File: src/logic/rdport_defines.svh
// constants shared by the pipelined read port ends
`ifndef RDPORT_DEFINES_SVH
`define RDPORT_DEFINES_SVH
`define ADDR_W 32
`define DATA_W 32
`define BE_W 4
`define CNT_W 8
`define FIFO_DEPTH 4
`define FIFO_AW 2
`define LAT_W 3
`define LAT_MAX 3'h3
`endif

File: src/logic/rdport_pkg.sv
// types shared by the pipelined read port ends
`default_nettype none
`include "rdport_defines.svh"
package rdport_pkg;
    typedef logic [`ADDR_W-1:0] addr_t;
    typedef logic [`DATA_W-1:0] data_t;
    typedef logic [`BE_W-1:0] be_t;
    typedef logic [`CNT_W-1:0] cnt_t;
    typedef enum logic [1:0] {
        ST_IDLE = 2'b00,
        ST_ADDR = 2'b01
    } addr_state_e;
endpackage
`default_nettype wire

File: src/logic/rdport_if.sv
// link between the read master and the fabric end
`default_nettype none
interface rdport_if;
    import rdport_pkg::*;
    logic read;
    logic write;
    addr_t address;
    be_t byteenable;
    data_t writedata;
    logic waitrequest;
    logic readdatavalid;
    data_t readdata;
    logic flush;
    modport master (output read, output write, output address, output byteenable, output writedata,
                    output flush, input waitrequest, input readdatavalid, input readdata);
    modport fabric (input read, input write, input address, input byteenable, input writedata,
                    input flush, output waitrequest, output readdatavalid, output readdata);
endinterface
`default_nettype wire

File: src/logic/rd_master_end.sv
// latency-aware read master: address phase, outstanding count, return capture fifo
// Notes on behaviour
// - may keep many reads outstanding at once
// - hold read, address, lanes while stalled
// - address taken on first unstalled edge
// - next request may follow immediately
// - fabric strobes valid one cycle per read
// - capture word on the valid edge
// - fabric returns words in request order
// - accept any latency, including zero
// - buffer returned words in a fifo
// - fabric may add extra latency
// - zero latency word arrives one edge after acceptance
// - flush cancels all outstanding reads
// - no valid after flush until new data
// - address accepted with flush returns next
// - non-latent master keeps one read outstanding
`default_nettype none
`include "rdport_defines.svh"
module rd_master_end (
    input wire logic i_clk,
    input wire logic i_sys_rst,
    rdport_if.master bus,
    input wire logic i_req_valid,
    input wire logic i_req_write,
    input wire rdport_pkg::addr_t i_req_addr,
    input wire rdport_pkg::be_t i_req_be,
    input wire rdport_pkg::data_t i_req_wdata,
    input wire logic i_flush,
    input wire logic i_single,
    output logic o_req_ready,
    output logic o_rd_valid,
    output rdport_pkg::data_t o_rd_data,
    input wire logic i_rd_ready,
    output rdport_pkg::cnt_t o_pending
);
    import rdport_pkg::*;
    addr_state_e state_reg;
    data_t fifo_mem [`FIFO_DEPTH];
    logic [`FIFO_AW:0] wr_ptr_reg, rd_ptr_reg, fill;
    cnt_t pend_reg, pend_next;
    logic done, room, fifo_push, fifo_pop, start;
    assign done = (state_reg == ST_ADDR) & ~bus.waitrequest;
    assign fill = wr_ptr_reg - rd_ptr_reg;
    // room counts words in fifo plus reads that may still return, so nothing is dropped
    assign room = (32'(fill) + 32'(pend_reg) + (done & ~bus.write ? 32'd1 : 32'd0)) < `FIFO_DEPTH;
    // single mode waits for the previous word before issuing again
    assign start = i_req_valid & o_req_ready & (i_req_write | room) & ~(i_single & pend_next != '0);
    // a word arriving while flush stands on the link belongs to a cancelled read
    assign fifo_push = bus.readdatavalid & ~bus.flush;
    assign fifo_pop = o_rd_valid & i_rd_ready;
    // address phase; holds outputs while stalled, back to back when accepted
    always_ff @(posedge i_clk) begin
        if (i_sys_rst) begin
            state_reg <= ST_IDLE;
            bus.read <= 1'b0;
            bus.write <= 1'b0;
            bus.address <= '0;
            bus.byteenable <= '0;
            bus.writedata <= '0;
        end else if (state_reg == ST_IDLE || done) begin
            if (start) begin
                state_reg <= ST_ADDR;
                bus.read <= ~i_req_write;
                bus.write <= i_req_write;
                bus.address <= i_req_addr;
                bus.byteenable <= i_req_be;
                bus.writedata <= i_req_wdata;
            end else begin
                state_reg <= ST_IDLE;
                bus.read <= 1'b0;
                bus.write <= 1'b0;
            end
        end
    end
    assign o_req_ready = 1'b1;
    // outstanding count
    always_comb begin
        pend_next = pend_reg;
        if (done & bus.read) pend_next = pend_next + 1'b1;
        if (bus.readdatavalid) pend_next = pend_next - 1'b1;
    end
    always_ff @(posedge i_clk) begin
        if (i_sys_rst) pend_reg <= '0;
        else if (bus.flush) pend_reg <= (done & bus.read) ? 8'h01 : 8'h00;
        else pend_reg <= pend_next;
    end
    // flush goes out registered; count and fabric both act on the same link edge
    always_ff @(posedge i_clk) begin
        if (i_sys_rst) bus.flush <= 1'b0;
        else bus.flush <= i_flush;
    end
    // return fifo
    always_ff @(posedge i_clk) begin
        if (i_sys_rst) begin
            wr_ptr_reg <= '0;
            rd_ptr_reg <= '0;
        end else begin
            if (fifo_push) begin
                fifo_mem[wr_ptr_reg[`FIFO_AW-1:0]] <= bus.readdata;
                wr_ptr_reg <= wr_ptr_reg + 1'b1;
            end
            if (fifo_pop) rd_ptr_reg <= rd_ptr_reg + 1'b1;
        end
    end
    // registered user outputs
    always_ff @(posedge i_clk) begin
        if (i_sys_rst) begin
            o_rd_valid <= 1'b0;
            o_rd_data <= '0;
            o_pending <= '0;
        end else begin
            o_rd_valid <= (fill - (fifo_pop ? 3'd1 : 3'd0)) != 3'd0;
            o_rd_data <= fifo_mem[(fifo_pop ? rd_ptr_reg[`FIFO_AW-1:0] + 2'd1 : rd_ptr_reg[`FIFO_AW-1:0])];
            o_pending <= pend_reg;
        end
    end
endmodule // rd_master_end
`default_nettype wire

File: src/flat_wrapper.sv
// flat-port wrapper written by rule: the top's interface ports become plain ports
module rd_master_end_flat import rdport_pkg::*;
  (i_clk, i_sys_rst, i_req_valid, i_req_write, i_req_addr, i_req_be, i_req_wdata, i_flush, i_single, o_req_ready, o_rd_valid, o_rd_data, i_rd_ready, o_pending, bus_read, bus_write, bus_address, bus_byteenable, bus_writedata, bus_flush, bus_waitrequest, bus_readdatavalid, bus_readdata);
  rdport_if bus_i ();
  input wire logic i_clk;
  input wire logic i_sys_rst;
  input wire logic i_req_valid;
  input wire logic i_req_write;
  input wire rdport_pkg::addr_t i_req_addr;
  input wire rdport_pkg::be_t i_req_be;
  input wire rdport_pkg::data_t i_req_wdata;
  input wire logic i_flush;
  input wire logic i_single;
  output logic o_req_ready;
  output logic o_rd_valid;
  output rdport_pkg::data_t o_rd_data;
  input wire logic i_rd_ready;
  output rdport_pkg::cnt_t o_pending;
  output wire logic [$bits(bus_i.read)-1:0] bus_read;
  output wire logic [$bits(bus_i.write)-1:0] bus_write;
  output wire logic [$bits(bus_i.address)-1:0] bus_address;
  output wire logic [$bits(bus_i.byteenable)-1:0] bus_byteenable;
  output wire logic [$bits(bus_i.writedata)-1:0] bus_writedata;
  output wire logic [$bits(bus_i.flush)-1:0] bus_flush;
  input wire logic [$bits(bus_i.waitrequest)-1:0] bus_waitrequest;
  input wire logic [$bits(bus_i.readdatavalid)-1:0] bus_readdatavalid;
  input wire logic [$bits(bus_i.readdata)-1:0] bus_readdata;
  assign bus_read = bus_i.read;
  assign bus_write = bus_i.write;
  assign bus_address = bus_i.address;
  assign bus_byteenable = bus_i.byteenable;
  assign bus_writedata = bus_i.writedata;
  assign bus_flush = bus_i.flush;
  assign bus_i.waitrequest = bus_waitrequest;
  assign bus_i.readdatavalid = bus_readdatavalid;
  assign bus_i.readdata = bus_readdata;
  rd_master_end u_core (.i_clk(i_clk), .i_sys_rst(i_sys_rst), .bus(bus_i), .i_req_valid(i_req_valid), .i_req_write(i_req_write), .i_req_addr(i_req_addr), .i_req_be(i_req_be), .i_req_wdata(i_req_wdata), .i_flush(i_flush), .i_single(i_single), .o_req_ready(o_req_ready), .o_rd_valid(o_rd_valid), .o_rd_data(o_rd_data), .i_rd_ready(i_rd_ready), .o_pending(o_pending));
endmodule
File: config.mk
export PLATFORM = sky130hd
export DESIGN_NAME = rd_master_end_flat
export DESIGN_NICKNAME = d
export VERILOG_FILES = /design/src/logic/rdport_pkg.sv /design/src/logic/rdport_if.sv /design/src/logic/rd_master_end.sv /design/src/flat_wrapper.sv
export VERILOG_INCLUDE_DIRS = /design/src /design/src/logic
export SDC_FILE = /design/constraint.sdc
export NUM_CORES = 1
export LEC_CHECK = 0
export ABC_AREA = 1
export BUFFER_PORTS_ARGS = -buffer_cell sky130_fd_sc_hd__buf_2
export CAP_MARGIN = 20
export CORE_ASPECT_RATIO = 1.2
export CORE_MARGIN = 1
export CORE_UTILIZATION = 55
export DETAILED_ROUTE_END_ITERATION = 16
export PLACE_DENSITY_LB_ADDON = 0.25
export SKIP_CTS_REPAIR_TIMING = 1
export SYNTH_ARGS = -nofsm -noshare
export SYNTH_HDL_FRONTEND = slang
export SYNTH_SLANG_ARGS = --single-unit
File: constraint.sdc
create_clock -name i_clk -period 3.4 [get_ports i_clk]
set_input_delay 0.68 -clock i_clk [delete_from_list [all_inputs] [get_ports i_clk]]
set_output_delay 0.68 -clock i_clk [all_outputs]
set_load 0.02 [all_outputs]
==> Yosys cells after proc, flatten, opt, wreduce, memory -nomap -nowiden <==
Memory sizes are Yosys's and may differ from the RTL's. A register that Yosys moved wholly into a read port is not among the register bits.
Index checks and enable logic that the tools add are counted.
{ "classes": {"addsub": 9, "n_lt_le_gt_ge": 1, "eq_ne": 1, "n_mux": 13, "bitwise_logic": 14, "reduce_logical": 5} }
{ "op_table": {"columns": ["op", "count"], "rows": [
  ["32-bit adder", 1],
  ["32-bit by 3-bit < comparator with 1-bit output (second input constant)", 1],
  ["8-bit 2-to-1 mux", 3],
  ["3-bit by 8-bit adder with 9-bit output", 1],
  ["1-bit 2-to-1 mux", 9],
  ["8-bit by 1-bit adder with 8-bit output (second input constant)", 1],
  ["1-bit bitwise AND", 8],
  ["8-bit nonzero test", 1],
  ["8-bit by 1-bit subtractor with 8-bit output (second input constant)", 1],
  ["3-bit by 1-bit adder with 3-bit output (second input constant)", 2],
  ["3-bit subtractor", 2],
  ["1-bit inverter", 5],
  ["3-bit nonzero test", 1],
  ["2-bit by 1-bit adder with 2-bit output (second input constant)", 1],
  ["2-bit by 1-bit == test with 1-bit output (second input constant)", 1],
  ["2-bit logical NOT", 1],
  ["2-bit 2-to-1 mux", 1],
  ["2-bit AND reduction", 1],
  ["1-bit logical OR", 1],
  ["1-bit bitwise OR", 1]
]} }
{ "totals": {"regBits": 96, "ram_bits": 128, "in_bits": 109, "elab_cells": 56, "mem_count": 1} }
{ "memory_table": {"columns": ["memory", "words", "width", "read_ports", "rd_ports_with_merged_regs", "wr", "line", "rtl"], "rows": [
  ["u_core.fifo_mem", 4, 32, 1, 1, 1, "rd_master_end.sv:39", "data_t fifo_mem [`FIFO_DEPTH];"]
]} }

==> Depth between registers and ports, before layout <==
Gate-level depths: netlist of the first run.
{ "depth": {"ltp_word": 11, "mapped_depth": 23} }

==> Least setup slack after synthesis of the first run <==
No wires, ideal clock.
{ "synth_path": {"path_type": "register to register", "startpoint": "reg u_core.wr_ptr_reg[0]", "endpoint": "reg u_core.bus.writedata[12]", "setup_ns": 0.064, "arrival_time_ns": 2.830, "setup_slack_ns": 0.506, "path_stages_with_launch": 18, "path_buffers": 3, "period_less_slack_ns": 2.894, "path_cell_list": "dfxtp_1 > inv_1 > ha_1 > inv_1 > fa_1 > fa_1 > xor2_1 > nor4_1 > nand4_1 > nor2_1 > o21a_1 > buf_2 > nand3_2 > buf_6 > buf_8 > nand2_1 > inv_1 > nor2_1"} }
{ "synth_between": {"elab_chain_cells": 8} }
{ "synth_rtl": {"columns": ["element", "line", "rtl"], "rows": [
  ["start: declaration", "rd_master_end.sv:40", "logic [`FIFO_AW:0] wr_ptr_reg, rd_ptr_reg, fill;"],
  ["start signal: assignment", "rd_master_end.sv:101", "wr_ptr_reg <= wr_ptr_reg + 1'b1;"],
  ["3-bit subtractor", "rd_master_end.sv:44", "assign fill = wr_ptr_reg - rd_ptr_reg;"],
  ["3-bit by 8-bit adder with 9-bit output", "rd_master_end.sv:46", "assign room = (32'(fill) + 32'(pend_reg) + (done & ~bus.write ? 32'd1 : 32'd0)) < `FIFO_DEPTH;"],
  ["32-bit adder", "rd_master_end.sv:46", null],
  ["32-bit by 3-bit < comparator with 1-bit output (no line)", null, null],
  ["1-bit bitwise OR", "rd_master_end.sv:48", "assign start = i_req_valid & o_req_ready & (i_req_write | room) & ~(i_single & pend_next != '0);"],
  ["1-bit bitwise AND (2 in a row)", "rd_master_end.sv:48", null],
  ["2-bit AND reduction (no line)", null, null],
  ["end signal: assignment", "rd_master_end.sv:68", "bus.writedata <= i_req_wdata;"],
  ["end: declaration", "rdport_if.sv:14", "modport master (output read, output write, output address, output byteenable, output writedata,"]
]} }
No other way between the ends.
A chain may end at the register's enable or synchronous reset.

==> Worst setup path in the final report of the first run <==
{ "layout_path": {"startpoint": "reg u_core.wr_ptr_reg[0]", "endpoint": "reg u_core.bus.writedata[3]"} }
Same word-level chain as after synthesis.

==> results of run 1 <==
==> logic make-up (layout without fill, tap and decap cells) <==
family,after synthesis,in the layout
buf+inv,313,541
fa+ha+maj,14,14
xor+xnor,5,5
compound gates,151,151
other cells,1,1
flops,255,255
simple gates,462,462
==> cells in the mapped netlist <==
cell	number	area share, %
clkinv_1	1	0.035
buf_4	10	0.70
conb_1	1	0.035
edfxtp_1	128	36
o21a_1	1	0.070
o21bai_1	33	2.3
nor3_1	1	0.047
nor4_1	1	0.059
nand2_1	196	6.9
nand3_1	11	0.52
fa_1	2	0.37
buf_1	8	0.28
nor2_1	168	5.9
buf_2	5	0.23
o21ai_0	74	3.5
nand3_2	2	0.19
xnor2_1	2	0.16
o31ai_1	1	0.070
buf_6	1	0.11
o211ai_1	1	0.070
inv_2	1	0.035
nor2_2	2	0.12
ha_1	12	1.4
buf_8	1	0.14
xor2_1	3	0.25
clkbuf_1	37	1.3
or2_2	1	0.059
nand2_4	1	0.11
nand4_1	76	4.4
inv_1	249	8.7
nor2_4	1	0.11
a21oi_1	41	1.9
nand2_2	2	0.12
dfxtp_1	127	24
==> cells in the final DEF (no fill, tap or decap), types with 4 or more instances in the layout <==
cell type,n
inv_1,247
buf_2,220
nand2_1,194
nor2_1,163
edfxtp_1,128
dfxtp_1,127
nand4_1,76
o21ai_0,74
a21oi_1,41
o21bai_1,33
clkbuf_16,27
buf_4,17
ha_1,12
nand3_1,11
clkinv_1,6
nor2_4,5
clkbuf_1,5
nand2_2,4
buf_12,4
==> worst min path at each step <==
stage	from	to	slack (ns)
final	bus_readdata[17]	u_core.fifo_mem[2][17]	0.37
after global routing	bus_readdata[17]	u_core.fifo_mem[3][17]	0.35
after CTS	bus_readdata[7]	u_core.fifo_mem[3][7]	0.35
after detailed placement	u_core.rd_ptr_reg[2]	u_core.rd_ptr_reg[2]	0.48
after global placement	u_core.rd_ptr_reg[2]	u_core.rd_ptr_reg[2]	0.46
after floorplan	u_core.pend_reg[7]	u_core.o_pending[7]	0.44
==> power groups by stage <==
stage	clock network, W	logic (W)	registers [W]
floorplan	0	0.000933	0.00388
global placement	0	0.00165	0.00363
detailed placement	0	0.00168	0.00364
CTS	0.00283	0.00170	0.00357
global route	0.00295	0.00196	0.00360
finish	0.00277	0.00176	0.00357
==> area by class of cell <==
| class | instances | share of cell area, % |
|---|---|---|
| Clock buffer | 33 | 5.29 |
| Multi-Input combinational cell | 633 | 24.0 |
| Tap cell | 256 | 2.47 |
| Sequential cell | 255 | 49.2 |
| Clock inverter | 13 | 1.13 |
| Timing Repair Buffer | 244 | 10.6 |
| Inverter | 251 | 7.26 |
==> metal layers <==
metal  vias to the layer above  GRT usage, %  wire, microns
met4                         2          7.62            680
met1                      3821          29.1           9860
met5                         -             0             10
li1                       4210             -              -
met2                       310          39.6          11700
met3                        44          4.32           1920
==> critical path, cell delays in order (launching register included) <==
cell       delay [ns]
dfxtp_1          0.37
inv_2            0.08
ha_1             0.17
inv_1            0.06
fa_1             0.47
fa_1             0.43
xor2_1           0.17
nor4_1           0.24
nand4_1          0.13
nor2_2           0.14
o21a_4           0.23
nand3_4          0.16
clkbuf_16        0.24
nand2_1          0.08
inv_1            0.04
nor2_1           0.10
==> metrics by stage <==
step	total power, W	setup TNS [ns]	util (%)
2_1_floorplan	0.00481	0	-
3_3_place_gp	0.00529	0	63.4
3_5_place_dp	0.00532	0	63.4
4_1_cts	0.00810	0	67.8
5_1_grt	0.00851	-0.127	68.5
6_report	0.00810	0	68.5
==> impl_metrics.json, run 1 <==
{
  "status": "finished clean",
  "insertion_delay_ns": 0.52,
  "grt_overflow": 0,
  "synth_compound_area_share_pct": 7.91,
  "initial_core_util_pct": 56.5,
  "largest_register_ffs": 128,
  "synth_seq_cells": 255,
  "h-tree-depth": 1,
  "rr_endpoint": "u_core.bus.writedata[3]",
  "grt_pass1_wl_mm": 36.7,
  "worst_ep_required_time_ns": 3.85,
  "syn_avg_cell_area_sq_um": 8.90,
  "gp_congestion": 0.890,
  "max_clock_freq_mhz": 314,
  "dp_hpwl_mm": 14.3,
  "row_count": 55,
  "antenna_found_initial": 2,
  "ff_latch_area_sq_mm": 0.00639,
  "fillCellCount": 1483,
  "via_per_inst": 4.98,
  "drc": 0,
  "fin_nets": 1533,
  "grt_pass1_vias": 7622,
  "worstSetupPathType": "reg2reg",
  "clockBufferDepth": 3,
  "pwr_density_cell_mw_per_mm2": 625,
  "period_needed_ns": 3.18,
  "rrSetupSlack_ns": 0.22,
  "synth_top_family_by_area": "simple AND/OR/NAND/NOR gates",
  "syn_nets": 1324,
  "multiInputGateArea_sq_mm": 0.00312,
  "final_cells": 1685,
  "die_area_sq_mm": 0.0200,
  "cts-root-buf": "clkbuf_16",
  "p_seq_share_pct": 44.1,
  "grt_usage_pct": 23.1,
  "reg2reg_from": "u_core.wr_ptr_reg[0]",
  "yosysWarnings": 0,
  "synthXorXnorAreaFrac_pct": 0.410,
  "stdcell_area_sq_mm": 0.0130,
  "hold_viol": 0,
  "die_w_microns": 129,
  "critPathArrivalTime_ns": 3.64,
  "clock_skew_ns": 0.0162,
  "grt_max_degree": 70,
  "switching_power_w": 0.00236,
  "startpoint": "u_core.wr_ptr_reg[0]",
  "drtPass1Iterations": 5,
  "crit_fanout": 17,
  "cts_tree": "yes",
  "end_kind": "flop",
  "numCtsBuffers": 25,
  "finalSetupViolCount": 0,
  "hold_ws_ns": 0.372,
  "maxSlewHeadroom_pct": 58.0,
  "cp-endpoint": "u_core.bus.writedata[3]",
  "cts.clk_slew.worst_paths_ns": 0.06,
  "synth-simple-area-share_pct": 18.5,
  "ant_nets": 0,
  "area_growth_pct": 21.3,
  "place_area_sq_mm": 0.0120,
  "hp-class": "in2reg",
  "synth_mux_area_share_pct": 0,
  "power_frac_comb_pct": 21.7,
  "cts.sinks": 255,
  "core_sq_mm": 0.0189,
  "io_pins": 222,
  "dp_cells": 1629,
  "startpoint_type": "flop",
  "hold-path-cell-count": 1,
  "worst_pin_slew_ns": 0.630,
  "maxCapViolations": 0,
  "synth.cell_area_sq_mm": 0.0107,
  "swShare_pct": 29.2,
  "pwr-share-clk_pct": 34.2,
  "synth.distinct_cells": 34,
  "drt-initial-drc-count": 595,
  "leakagePower_nw": 6.24,
  "fin_ws_ns": 0.216,
  "ys_seq_area_share_pct": 59.7,
  "numPortBuffers": 220,
  "pre_cts_ws_ns": 0.185,
  "yosys.area_share.adder_pct": 1.78,
  "vias": 8387,
  "internal-power_w": 0.00574,
  "slew_violations": 0,
  "n_antenna_cell": 0,
  "r2r_cells": 15,
  "vdd_ir_drop_max_mv": 0.452,
  "die_h_microns": 155,
  "drive_above_1_share_pct": 21.0,
  "synth_cells": 1201,
  "wl_per_cell_microns": 14.4,
  "period_share_pct": 93.7,
  "postRouteWirelength_mm": 24.2
}
No activity file was read; power rests on OpenSTA's default activity.
==> run 2, diff against run 1 <==
- CORE_UTILIZATION: 55 -> 50
- MAX_ROUTING_LAYER: unset -> met4
- RECOVER_POWER: unset -> 25
==> impl_metrics.json, run 2 (synthesis results as in run 1) <==
{
  "min_from": "i_flush",
  "rr_endpoint": "u_core.bus.writedata[19]",
  "ant_nets": 0,
  "io_pins": 222,
  "cts_tree": "yes",
  "numCtsBuffers": 26,
  "drive_above_1_share_pct": 19.0,
  "cts-root-buf": "clkbuf_16",
  "grt_max_degree": 75,
  "h-tree-depth": 1,
  "grt_usage_pct": 21.5,
  "layout_commonest_cell": "inv_1",
  "cts.clk_slew.worst_paths_ns": 0.06,
  "power_frac_comb_pct": 21.2,
  "worst_ep_required_time_ns": 3.81,
  "grt_pass1_vias": 7373,
  "pwr-share-clk_pct": 35.0,
  "stdcell_area_sq_mm": 0.0130,
  "worstSetupPathType": "reg2reg",
  "die_h_microns": 162,
  "max_clock_freq_mhz": 326,
  "period_share_pct": 90.3,
  "postRouteWirelength_mm": 23.7,
  "rsz0062_at_grt": "false",
  "rrSetupSlack_ns": 0.33,
  "crit_fanout": 19,
  "initial_core_util_pct": 51.0,
  "worst_pin_slew_ns": 0.793,
  "area_growth_pct": 21.3,
  "drc": 0,
  "clock_skew_ns": 0.0123,
  "die_w_microns": 135,
  "insertion_delay_ns": 0.53,
  "numPortBuffers": 220,
  "finalPower_w": 0.00816,
  "hold_viol": 0,
  "p_seq_share_pct": 43.8,
  "die_area_sq_mm": 0.0220,
  "status": "finished clean",
  "min_to": "u_core.bus.flush",
  "place_area_sq_mm": 0.0121,
  "fin_nets": 1530,
  "critPathArrivalTime_ns": 3.48,
  "startpoint_type": "flop",
  "tns_ns": 0,
  "grt_pass1_wl_mm": 36.5,
  "switching_power_w": 0.00238,
  "slew_violations": 0,
  "grt_overflow": 0,
  "drtPass1Iterations": 7,
  "hp-class": "in2reg",
  "finalSetupViolCount": 0,
  "period_needed_ns": 3.07,
  "clockBufferDepth": 3,
  "swShare_pct": 29.2,
  "r2r_cells": 17,
  "dp_hpwl_mm": 14.9,
  "row_count": 58,
  "drt-initial-drc-count": 508,
  "hold-path-cell-count": 3,
  "reg2reg_from": "u_core.wr_ptr_reg[0]",
  "cts.sinks": 255,
  "wl_per_cell_microns": 14.0,
  "core_sq_mm": 0.0210,
  "largest_register_ffs": 128,
  "vdd_ir_drop_max_mv": 0.452,
  "pwr_density_cell_mw_per_mm2": 629,
  "end_kind": "flop",
  "internal-power_w": 0.00577,
  "maxCapViolations": 0,
  "antenna_found_initial": 1,
  "vias": 8217,
  "layout_common_cells": "inv_1 (247), nand2_1 (194), buf_2 (188), nor2_1 (164), edfxtp_1 (128)",
  "maxSlewHeadroom_pct": 47.1,
  "leakagePower_nw": 6.16,
  "via_per_inst": 4.84,
  "gp_congestion": 0.904
}
## run 2: cell count changes in the layout (fill, tap and decap cells not counted), moves of 2 or more
cell / change
buf_12: +4
buf_2: -32
buf_4: -6
clkbuf_1: +32
clkbuf_8: -2
clkinv_1: -3
clkinv_2: +5
## run 2: how the worst max path moves through the flow
stage          cells after the start                 start                  endpoint
2_1_floorplan                     17  u_core.wr_ptr_reg[0]  u_core.bus.writedata[12]
3_3_place_gp                      15  u_core.wr_ptr_reg[0]  u_core.bus.writedata[24]
3_5_place_dp                      17  u_core.wr_ptr_reg[0]  u_core.bus.writedata[15]
4_1_cts                           15  u_core.wr_ptr_reg[0]  u_core.bus.writedata[19]
5_1_grt                           17  u_core.wr_ptr_reg[0]  u_core.bus.writedata[19]
6_report                          17  u_core.wr_ptr_reg[0]  u_core.bus.writedata[19]
## run 2: layer usage
layer / global-route usage, % / vias to the layer above / part of all wire [%]
met4: 7.35 / 0 / 2.6
met3: 3.96 / 46 / 7.3
met2: 36.6 / 265 / 49
li1: - / 4205 / -
met5: - / - / 0
met1: 25.5 / 3701 / 41
## run 2: power groups by stage
stage          clock network (W)  registers, W  logic, W
3_5_place_dp                   0       0.00364   0.00173
4_1_cts                  0.00292       0.00357   0.00174
2_1_floorplan                  0       0.00388  0.000933
5_1_grt                  0.00306       0.00360   0.00193
6_report                 0.00286       0.00357   0.00173
3_3_place_gp                   0       0.00363   0.00170
## run 2: worst max-delay path, stage by stage (launching register included)
cell and delay, ns:
dfxtp_2 0.34, inv_2 0.10, ha_1 0.15, inv_1 0.05
fa_1 0.40, xnor2_2 0.19, inv_1 0.08, ha_1 0.30
xor2_1 0.16, nor4_2 0.16, nand4_1 0.11, nor2_1 0.12
o21a_2 0.22, buf_8 0.18, buf_4 0.17, nand4_1 0.11
nand2_1 0.09, nor2_1 0.04
## run 2: stage by stage
stage	hold slack (ns)	cells	utilization, %	setup slack (ns)
detailed placement	0.479	1649	57.8	0.0372
CTS	0.346	1697	61.9	0.0108
global placement	0.468	1649	57.8	0.0953
finish	0.361	1698	61.8	0.330
global route	0.374	1698	61.8	0.0551
floorplan	0.441	1201	-	0.506
## run 2: cell type report
cell class	instances	area (sq um)
Antenna cell	1	2.50
Clock buffer	33	708
Clock inverter	15	153
Fill cell	1782	8010
Inverter	251	942
Multi-Input combinational cell	633	3120
Sequential cell	255	6390
Tap cell	270	338
Timing Repair Buffer	240	1320
